[src/rtl/fbc_pkg.sv]
/*
 * fbc_pkg: constants and types shared by the flash bus command host.
 * Assumes a 25 MHz ref_clk; all pin timings are derived from it here.
 */
package fbc_pkg;

    localparam int CLK_PERIOD_NS = 40;

    // pin-level timings in ns, rounded up to whole clock cycles
    localparam int T_SETUP_NS   = 40;
    localparam int T_WE_LOW_NS  = 70;
    localparam int T_HOLD_NS    = 40;
    localparam int T_ACCESS_NS  = 150;
    localparam int T_RST_LOW_NS = 25000;
    localparam int T_WAKE_NS    = 1000;

    localparam int SETUP_CYC   =
        (T_SETUP_NS + CLK_PERIOD_NS - 1) / CLK_PERIOD_NS;
    localparam int WE_LOW_CYC  =
        (T_WE_LOW_NS + CLK_PERIOD_NS - 1) / CLK_PERIOD_NS;
    localparam int HOLD_CYC    =
        (T_HOLD_NS + CLK_PERIOD_NS - 1) / CLK_PERIOD_NS;
    localparam int ACCESS_CYC  =
        (T_ACCESS_NS + CLK_PERIOD_NS - 1) / CLK_PERIOD_NS;
    localparam int RST_LOW_CYC =
        (T_RST_LOW_NS + CLK_PERIOD_NS - 1) / CLK_PERIOD_NS;
    localparam int WAKE_CYC    =
        (T_WAKE_NS + CLK_PERIOD_NS - 1) / CLK_PERIOD_NS;

    localparam int CNT_W  = 10;
    localparam int ADDR_W = 23;
    localparam int DATA_W = 16;

    localparam logic [2:0]        CS_ENABLE   = 3'h0;
    localparam logic [2:0]        CS_DISABLE  = 3'h7;
    localparam logic [DATA_W-1:0] BUSY_MASK   = 16'h0080;
    localparam logic [DATA_W-1:0] BYTE_MASK   = 16'h00ff;
    localparam logic [DATA_W-1:0] DATA_RESET  = 16'h0000;
    localparam logic [ADDR_W-1:0] ADDR_RESET  = 23'h00_0000;

    typedef enum logic [1:0] {
        FBC_OP_READ,
        FBC_OP_WRITE,
        FBC_OP_RESET,
        FBC_OP_NONE
    } fbc_op_t;

endpackage

[src/rtl/fbc_sync.sv]
/*
 * fbc_sync: two-flop synchroniser for pin inputs.
 * Assumes inputs are asynchronous levels; output is two clocks late.
 */
`timescale 1ns/1ps
`default_nettype none
module fbc_sync #(
    parameter int          W         = 1,
    parameter logic [W-1:0] RESET_VAL = '0
) (
    input  wire logic         ref_clk,
    input  wire logic         srst,
    input  wire logic [W-1:0] async_in,
    output logic      [W-1:0] sync_out
);
    logic [W-1:0] meta_reg;
    logic [W-1:0] meta_next;
    logic [W-1:0] sync_reg;
    logic [W-1:0] sync_next;

    always_comb begin
        meta_next = async_in;
        sync_next = meta_reg;
    end

    always_ff @(posedge ref_clk) begin
        if (srst) begin
            meta_reg <= RESET_VAL;
            sync_reg <= RESET_VAL;
        end else begin
            meta_reg <= meta_next;
            sync_reg <= sync_next;
        end
    end

    assign sync_out = sync_reg;
endmodule
`default_nettype wire

[src/rtl/fbc_host.sv]
/*
 * fbc_host: host-side controller driving a parallel NOR flash bus.
 * Performs single read, command write and reset-pulse cycles on request.
 * Assumes the caller supplies command codes and addresses; the data bus
 * is resolved outside from dq_out and dq_oe, busy line is pulled up.
 */
`timescale 1ns/1ps
`default_nettype none
module fbc_host
    import fbc_pkg::*;
(
    input  wire logic                       ref_clk,
    input  wire logic                       srst,
    input  wire logic                       req_valid,
    input  wire fbc_pkg::fbc_op_t           req_op,
    input  wire logic [fbc_pkg::ADDR_W-1:0] req_addr,
    input  wire logic [fbc_pkg::DATA_W-1:0] req_wdata,
    input  wire logic                       word_mode,
    input  wire logic                       prog_enable,
    output logic                            req_ready,
    output logic                            resp_valid,
    output logic      [fbc_pkg::DATA_W-1:0] resp_rdata,
    output logic                            engine_busy,
    output logic      [2:0]                 chip_select_lines,
    output logic                            oe_n,
    output logic                            we_n,
    output logic                            reset_powerdown_n,
    output logic      [fbc_pkg::ADDR_W-1:0] addr_out,
    output logic      [fbc_pkg::DATA_W-1:0] dq_out,
    output logic      [1:0]                 dq_oe,
    input  wire logic [fbc_pkg::DATA_W-1:0] dq_in,
    output logic                            bus_width_sel,
    output logic                            program_enable_voltage_pin,
    input  wire logic                       busy_flag_out
);
    import fbc_pkg::*;

    typedef enum logic [2:0] {
        ST_IDLE,
        ST_SETUP,
        ST_WE_LOW,
        ST_HOLD,
        ST_READ,
        ST_RST_LOW,
        ST_WAKE
    } fbc_state_t;

    fbc_state_t          state_reg,  state_next;
    fbc_op_t             op_reg,     op_next;
    logic [CNT_W-1:0]    cnt_reg,    cnt_next;
    logic                ready_reg,  ready_next;
    logic                rvalid_reg, rvalid_next;
    logic [DATA_W-1:0]   rdata_reg,  rdata_next;
    logic [2:0]          cs_reg,     cs_next;
    logic                oe_n_reg,   oe_n_next;
    logic                we_n_reg,   we_n_next;
    logic                pd_n_reg,   pd_n_next;
    logic [ADDR_W-1:0]   addr_reg,   addr_next;
    logic [DATA_W-1:0]   dqo_reg,    dqo_next;
    logic [1:0]          dqoe_reg,   dqoe_next;
    logic                width_reg,  width_next;
    logic                pgen_reg,   pgen_next;
    logic                busy_reg,   busy_next;
    logic [DATA_W-1:0]   dq_sync;
    logic                busy_pin_sync;

    // data pins are asynchronous to ref_clk during reads
    fbc_sync #(.W(DATA_W), .RESET_VAL(DATA_RESET)) u_dq_sync (
        .ref_clk  (ref_clk),
        .srst     (srst),
        .async_in (dq_in),
        .sync_out (dq_sync)
    );

    // busy line idles high through the pull-up
    fbc_sync #(.W(1), .RESET_VAL(1'b1)) u_busy_sync (
        .ref_clk  (ref_clk),
        .srst     (srst),
        .async_in (busy_flag_out),
        .sync_out (busy_pin_sync)
    );

    always_comb begin
        state_next  = state_reg;
        op_next     = op_reg;
        cnt_next    = cnt_reg;
        ready_next  = ready_reg;
        rvalid_next = 1'b0;
        rdata_next  = rdata_reg;
        cs_next     = cs_reg;
        oe_n_next   = oe_n_reg;
        we_n_next   = we_n_reg;
        pd_n_next   = pd_n_reg;
        addr_next   = addr_reg;
        dqo_next    = dqo_reg;
        dqoe_next   = dqoe_reg;
        width_next  = width_reg;
        pgen_next   = prog_enable;
        busy_next   = ~busy_pin_sync;
        case (state_reg)
            ST_IDLE: begin
                if (req_valid && ready_reg && req_op != FBC_OP_NONE) begin
                    ready_next = 1'b0;
                    op_next    = req_op;
                    width_next = word_mode;
                    if (req_op == FBC_OP_RESET) begin
                        pd_n_next  = 1'b0;
                        cnt_next   = CNT_W'(RST_LOW_CYC);
                        state_next = ST_RST_LOW;
                    end else begin
                        addr_next  = req_addr;
                        dqo_next   = req_wdata;
                        cs_next    = CS_ENABLE;
                        cnt_next   = CNT_W'(SETUP_CYC);
                        state_next = ST_SETUP;
                    end
                end
            end
            ST_SETUP: begin
                if (cnt_reg > CNT_W'(1)) begin
                    cnt_next = cnt_reg - CNT_W'(1);
                end else if (op_reg == FBC_OP_WRITE) begin
                    oe_n_next  = 1'b1;
                    we_n_next  = 1'b0;
                    dqoe_next  = {width_reg, 1'b1};
                    cnt_next   = CNT_W'(WE_LOW_CYC);
                    state_next = ST_WE_LOW;
                end else begin
                    we_n_next  = 1'b1;
                    oe_n_next  = 1'b0;
                    cnt_next   = CNT_W'(ACCESS_CYC + 2);
                    state_next = ST_READ;
                end
            end
            ST_WE_LOW: begin
                if (cnt_reg > CNT_W'(1)) begin
                    cnt_next = cnt_reg - CNT_W'(1);
                end else begin
                    we_n_next  = 1'b1;
                    cnt_next   = CNT_W'(HOLD_CYC);
                    state_next = ST_HOLD;
                end
            end
            ST_HOLD: begin
                if (cnt_reg > CNT_W'(1)) begin
                    cnt_next = cnt_reg - CNT_W'(1);
                end else begin
                    cs_next     = CS_DISABLE;
                    dqoe_next   = 2'h0;
                    ready_next  = 1'b1;
                    rvalid_next = 1'b1;
                    state_next  = ST_IDLE;
                end
            end
            ST_READ: begin
                // two extra cycles cover the data synchroniser delay
                if (cnt_reg > CNT_W'(1)) begin
                    cnt_next = cnt_reg - CNT_W'(1);
                end else begin
                    rdata_next = dq_sync;
                    // only bit seven valid while busy
                    if (busy_reg) begin
                        rdata_next = dq_sync & BUSY_MASK;
                    end else if (!width_reg) begin
                        rdata_next = dq_sync & BYTE_MASK;
                    end
                    oe_n_next   = 1'b1;
                    cs_next     = CS_DISABLE;
                    ready_next  = 1'b1;
                    rvalid_next = 1'b1;
                    state_next  = ST_IDLE;
                end
            end
            ST_RST_LOW: begin
                if (cnt_reg > CNT_W'(1)) begin
                    cnt_next = cnt_reg - CNT_W'(1);
                end else begin
                    pd_n_next  = 1'b1;
                    cnt_next   = CNT_W'(WAKE_CYC);
                    state_next = ST_WAKE;
                end
            end
            ST_WAKE: begin
                // no bus cycle until the device has woken
                if (cnt_reg > CNT_W'(1)) begin
                    cnt_next = cnt_reg - CNT_W'(1);
                end else begin
                    ready_next  = 1'b1;
                    rvalid_next = 1'b1;
                    state_next  = ST_IDLE;
                end
            end
            default: begin
                state_next = ST_IDLE;
                ready_next = 1'b1;
            end
        endcase
    end

    always_ff @(posedge ref_clk) begin
        if (srst) begin
            state_reg  <= ST_IDLE;
            op_reg     <= FBC_OP_NONE;
            cnt_reg    <= '0;
            ready_reg  <= 1'b1;
            rvalid_reg <= 1'b0;
            rdata_reg  <= DATA_RESET;
            cs_reg     <= CS_DISABLE;
            oe_n_reg   <= 1'b1;
            we_n_reg   <= 1'b1;
            pd_n_reg   <= 1'b1;
            addr_reg   <= ADDR_RESET;
            dqo_reg    <= DATA_RESET;
            dqoe_reg   <= 2'h0;
            width_reg  <= 1'b1;
            pgen_reg   <= 1'b0;
            busy_reg   <= 1'b0;
        end else begin
            state_reg  <= state_next;
            op_reg     <= op_next;
            cnt_reg    <= cnt_next;
            ready_reg  <= ready_next;
            rvalid_reg <= rvalid_next;
            rdata_reg  <= rdata_next;
            cs_reg     <= cs_next;
            oe_n_reg   <= oe_n_next;
            we_n_reg   <= we_n_next;
            pd_n_reg   <= pd_n_next;
            addr_reg   <= addr_next;
            dqo_reg    <= dqo_next;
            dqoe_reg   <= dqoe_next;
            width_reg  <= width_next;
            pgen_reg   <= pgen_next;
            busy_reg   <= busy_next;
        end
    end

    assign req_ready                  = ready_reg;
    assign resp_valid                 = rvalid_reg;
    assign resp_rdata                 = rdata_reg;
    assign engine_busy                = busy_reg;
    assign chip_select_lines          = cs_reg;
    assign oe_n                       = oe_n_reg;
    assign we_n                       = we_n_reg;
    assign reset_powerdown_n          = pd_n_reg;
    assign addr_out                   = addr_reg;
    assign dq_out                     = dqo_reg;
    assign dq_oe                      = dqoe_reg;
    assign bus_width_sel              = width_reg;
    assign program_enable_voltage_pin = pgen_reg;
endmodule
`default_nettype wire

[config.mk]
export PLATFORM = sky130hd
export DESIGN_NAME = fbc_host
export DESIGN_NICKNAME = d
export VERILOG_FILES = /design/src/rtl/fbc_pkg.sv /design/src/rtl/fbc_sync.sv /design/src/rtl/fbc_host.sv
export SDC_FILE = /design/constraint.sdc
export NUM_CORES = 1
export LEC_CHECK = 0
export BUFFER_PORTS_ARGS = -buffer_cell sky130_fd_sc_hd__buf_2
export CORE_MARGIN = 4
export CORE_UTILIZATION = 55
export CTS_CLUSTER_SIZE = 12
export DETAILED_ROUTE_END_ITERATION = 7
export GPL_TIMING_DRIVEN = 0
export PLACE_DENSITY = 0.92
export SYNTH_ARGS = -nofsm -noshare
export SYNTH_HDL_FRONTEND = slang
export SYNTH_SLANG_ARGS = --single-unit
[constraint.sdc]
create_clock -name ref_clk -period 3.9 [get_ports ref_clk]
set_input_delay 0.39 -clock ref_clk [delete_from_list [all_inputs] [get_ports ref_clk]]
set_output_delay 0.39 -clock ref_clk [all_outputs]
set_load 0.02 [all_outputs]
==> impl_metrics.env <==
export IMPL_syn_to_final_growth_pct=29.8
export IMPL_n_antenna_cell=0
export IMPL_seqCellArea_um2=2300
export IMPL_nNetsFinal=718
export IMPL_cp_end_kind="flop"
export IMPL_setup_tns_ns=0
export IMPL_cp_top_family="simple AND/OR/NAND/NOR gates"
export IMPL_grt_pass1_vias=4135
export IMPL_die_x_um=97.9
export IMPL_synth_area_per_cell_um2=8.80
export IMPL_cp_start_kind="flop"
export IMPL_grt_usage_pct=26.5
export IMPL_ys_seq_elements=115
export IMPL_clock_skew_ns=0.0102
export IMPL_dieArea_um2=9580
export IMPL_final_period_utilization_pct=63.6
export IMPL_final_common_cell="buf_2"
export IMPL_final_max_slew_viol_count=0
export IMPL_powerDensity_nw_per_um2=763
export IMPL_layout_common_cells="140 x buf_2, 118 x nand2_1, 115 x dfxtp_1, 67 x a21oi_1, 36 x nor2b_1"
export IMPL_vias_per_cell=5.62
export IMPL_finalHoldViolations=0
export IMPL_slew_headroom_pct=60.1
export IMPL_filler_cell_count=536
export IMPL_cts_sinks=115
export IMPL_clockBufferDepth=2
export IMPL_drive_above_1_share_pct=29.8
export IMPL_status="completed"
export IMPL_fmax_mhz=403
export IMPL_yosysTopAreaCell="dfxtp_1"
export IMPL_p_leak_nw=2.44
export IMPL_root_buffer="clkbuf_8"
export IMPL_port_buffers=129
export IMPL_start_util_pct=56.9
export IMPL_syn_area_um2=4440
export IMPL_synth_edf_count=0
export IMPL_hold_path_class="input port to flop"
export IMPL_h_tree_depth=4
export IMPL_rsz0062_at_grt="no"
export IMPL_synth_nets=570
export IMPL_path_clk_slew_ns=0.06
export IMPL_multiInputGateArea_um2=1940
export IMPL_ys_warn_count=0
export IMPL_critPathSlowestCell="nor3_1"
export IMPL_worstPathArrival_ns=2.91
export IMPL_critical_path_class="flop to flop"
export IMPL_core_area_um2=7810
export IMPL_die_h_um=97.9
export IMPL_ioPinCount=131
export IMPL_ctsHoldBuffers=0
export IMPL_worst_slack_ns=1.42
export IMPL_antenna_found_initial=0
export IMPL_worstPathMaxFanout=9
export IMPL_drt_total_wl_um=12700
export IMPL_wl_per_cell_um=16.5
export IMPL_drtIter0Drc=328
export IMPL_slowest_delay_ns=0.52
export IMPL_ant_nets=0
export IMPL_vias=4307
export IMPL_crit_required_ns=4.33
export IMPL_gp_congestion=0.957
export IMPL_cp_cell_sequence="inv_1, ha_1, clkbuf_1, nor2_2, a2111oi_4, nor3_1, o21ai_0, o22ai_1"
export IMPL_path_buf_inv=2
export IMPL_row_count=32
export IMPL_seq_area_frac_synth_pct=51.8
export IMPL_grt_max_degree=17
export IMPL_ctsResizeCount=0
export IMPL_drv_cap=0
export IMPL_cts_tree="done"
export IMPL_grt_overflow=0
export IMPL_grt_pass1_wl_um=20400
export IMPL_layout_min_cycle_time_ns=2.48
export IMPL_first_pass_iters=5
export IMPL_drc_errors=0
export IMPL_cts_made_buffers=17
export IMPL_final_setup_viol_count=0
export IMPL_synth_top_cell_area_share_pct=51.8
export IMPL_largest_reg_flops=23
export IMPL_place_worst_setup_slack_ns=1.51
export IMPL_ys_types=53
export IMPL_synthFlopType="dfxtp_1"
export IMPL_clkLatencyLatePin_ns=0.51
export IMPL_postCtsSetupRepairBufs=0
export IMPL_vdd_ir_drop_max_uv=428
export IMPL_worst_pin_slew_ns=0.594
export IMPL_synthArstFlopShare_pct=0
export IMPL_place_detailed_hpwl_um=8570
export IMPL_syn_inst=505
export IMPL_synthTopCellsByArea="dfxtp_1 52%, nand2_1 10%, a21oi_1 7.5%"
## path summary, 6_finish.rpt
path	start	endpoint	slack [ns]	cells past startpoint
setup reg to reg	cnt_reg[0]$_SDFFE_PP0P_	cnt_reg[5]$_SDFFE_PP0P_	1.42	8
hold / removal	busy_flag_out	u_busy_sync.meta_reg$_SDFF_PP1_	0.07	2
setup / recovery	cnt_reg[0]$_SDFFE_PP0P_	cnt_reg[5]$_SDFFE_PP0P_	1.42	8
hold reg to reg	u_busy_sync.sync_out$_SDFF_PP1_	engine_busy$_SDFF_PP0_	0.37	1
## per-layer routing
layer	up-vias	track usage (%)	wire length, µm	part of all wire [%]
met2	261	44.0	6130	48
met1	1983	31.7	5050	40
met3	48	8.07	1090	8.6
met4	0	11.3	413	3.3
li1	2015	-	-	-
met5	-	0	0	0
## power breakdown
part | internal (W) | switching (W)
logic | 0.000541 | 0.000982
registers | 0.00132 | 0.000122
clock network | 0.000866 | 0.000565
## per-stage QoR
stage | instance area, µm² | instances | util, % | total power, W | hold WS, ns
after floorplan | 4440 | 505 | - | 0.00255 | 0.363
after global placement | 5220 | 736 | 66.8 | 0.00289 | 0.366
after detailed placement | 5220 | 736 | 66.8 | 0.00293 | 0.371
after CTS | 5770 | 767 | 73.9 | 0.00438 | 0.0637
after global routing | 5770 | 767 | 73.9 | 0.00461 | 0.0600
final | 5770 | 767 | 73.9 | 0.00440 | 0.0734
## kinds of logic (layout without fill, tap and decap cells)
| family | count (synthesis) | after routing | share of synthesized area (%) |
|---|---|---|---|
| AND/OR/NAND/NOR | 224 | 224 | 25.9 |
| AO/OA/AOI/OAI | 116 | 116 | 16.0 |
| flip-flops | 115 | 115 | 51.8 |
| buffers and inverters | 43 | 203 | 4.62 |
| multiplexers | 3 | 3 | 0.676 |
| adder cells (fa/ha/maj) | 2 | 2 | 0.563 |
| XOR/XNOR | 2 | 2 | 0.394 |
## cells in the mapped netlist (6+ instances only)
library cell	count
clkbuf_1	19
nor2b_1	36
nand3_1	11
nor2_1	13
a31oi_1	9
inv_1	7
dfxtp_1	115
nor3_1	6
a21oi_1	67
nand3b_1	7
o21ai_0	11
buf_2	11
nand2_1	118
## area by class of cell
cell class | instances | share of cell area (%)
clock inverters | 13 | 2.15
repair buffers | 129 | 11.2
flip-flops and latches | 115 | 39.9
multi-input cells | 347 | 33.6
well taps | 102 | 2.21
clock buffers | 18 | 7.42
plain buffers | 36 | 3.10
inverters | 7 | 0.456
No activity file was read; power rests on OpenSTA's default activity.
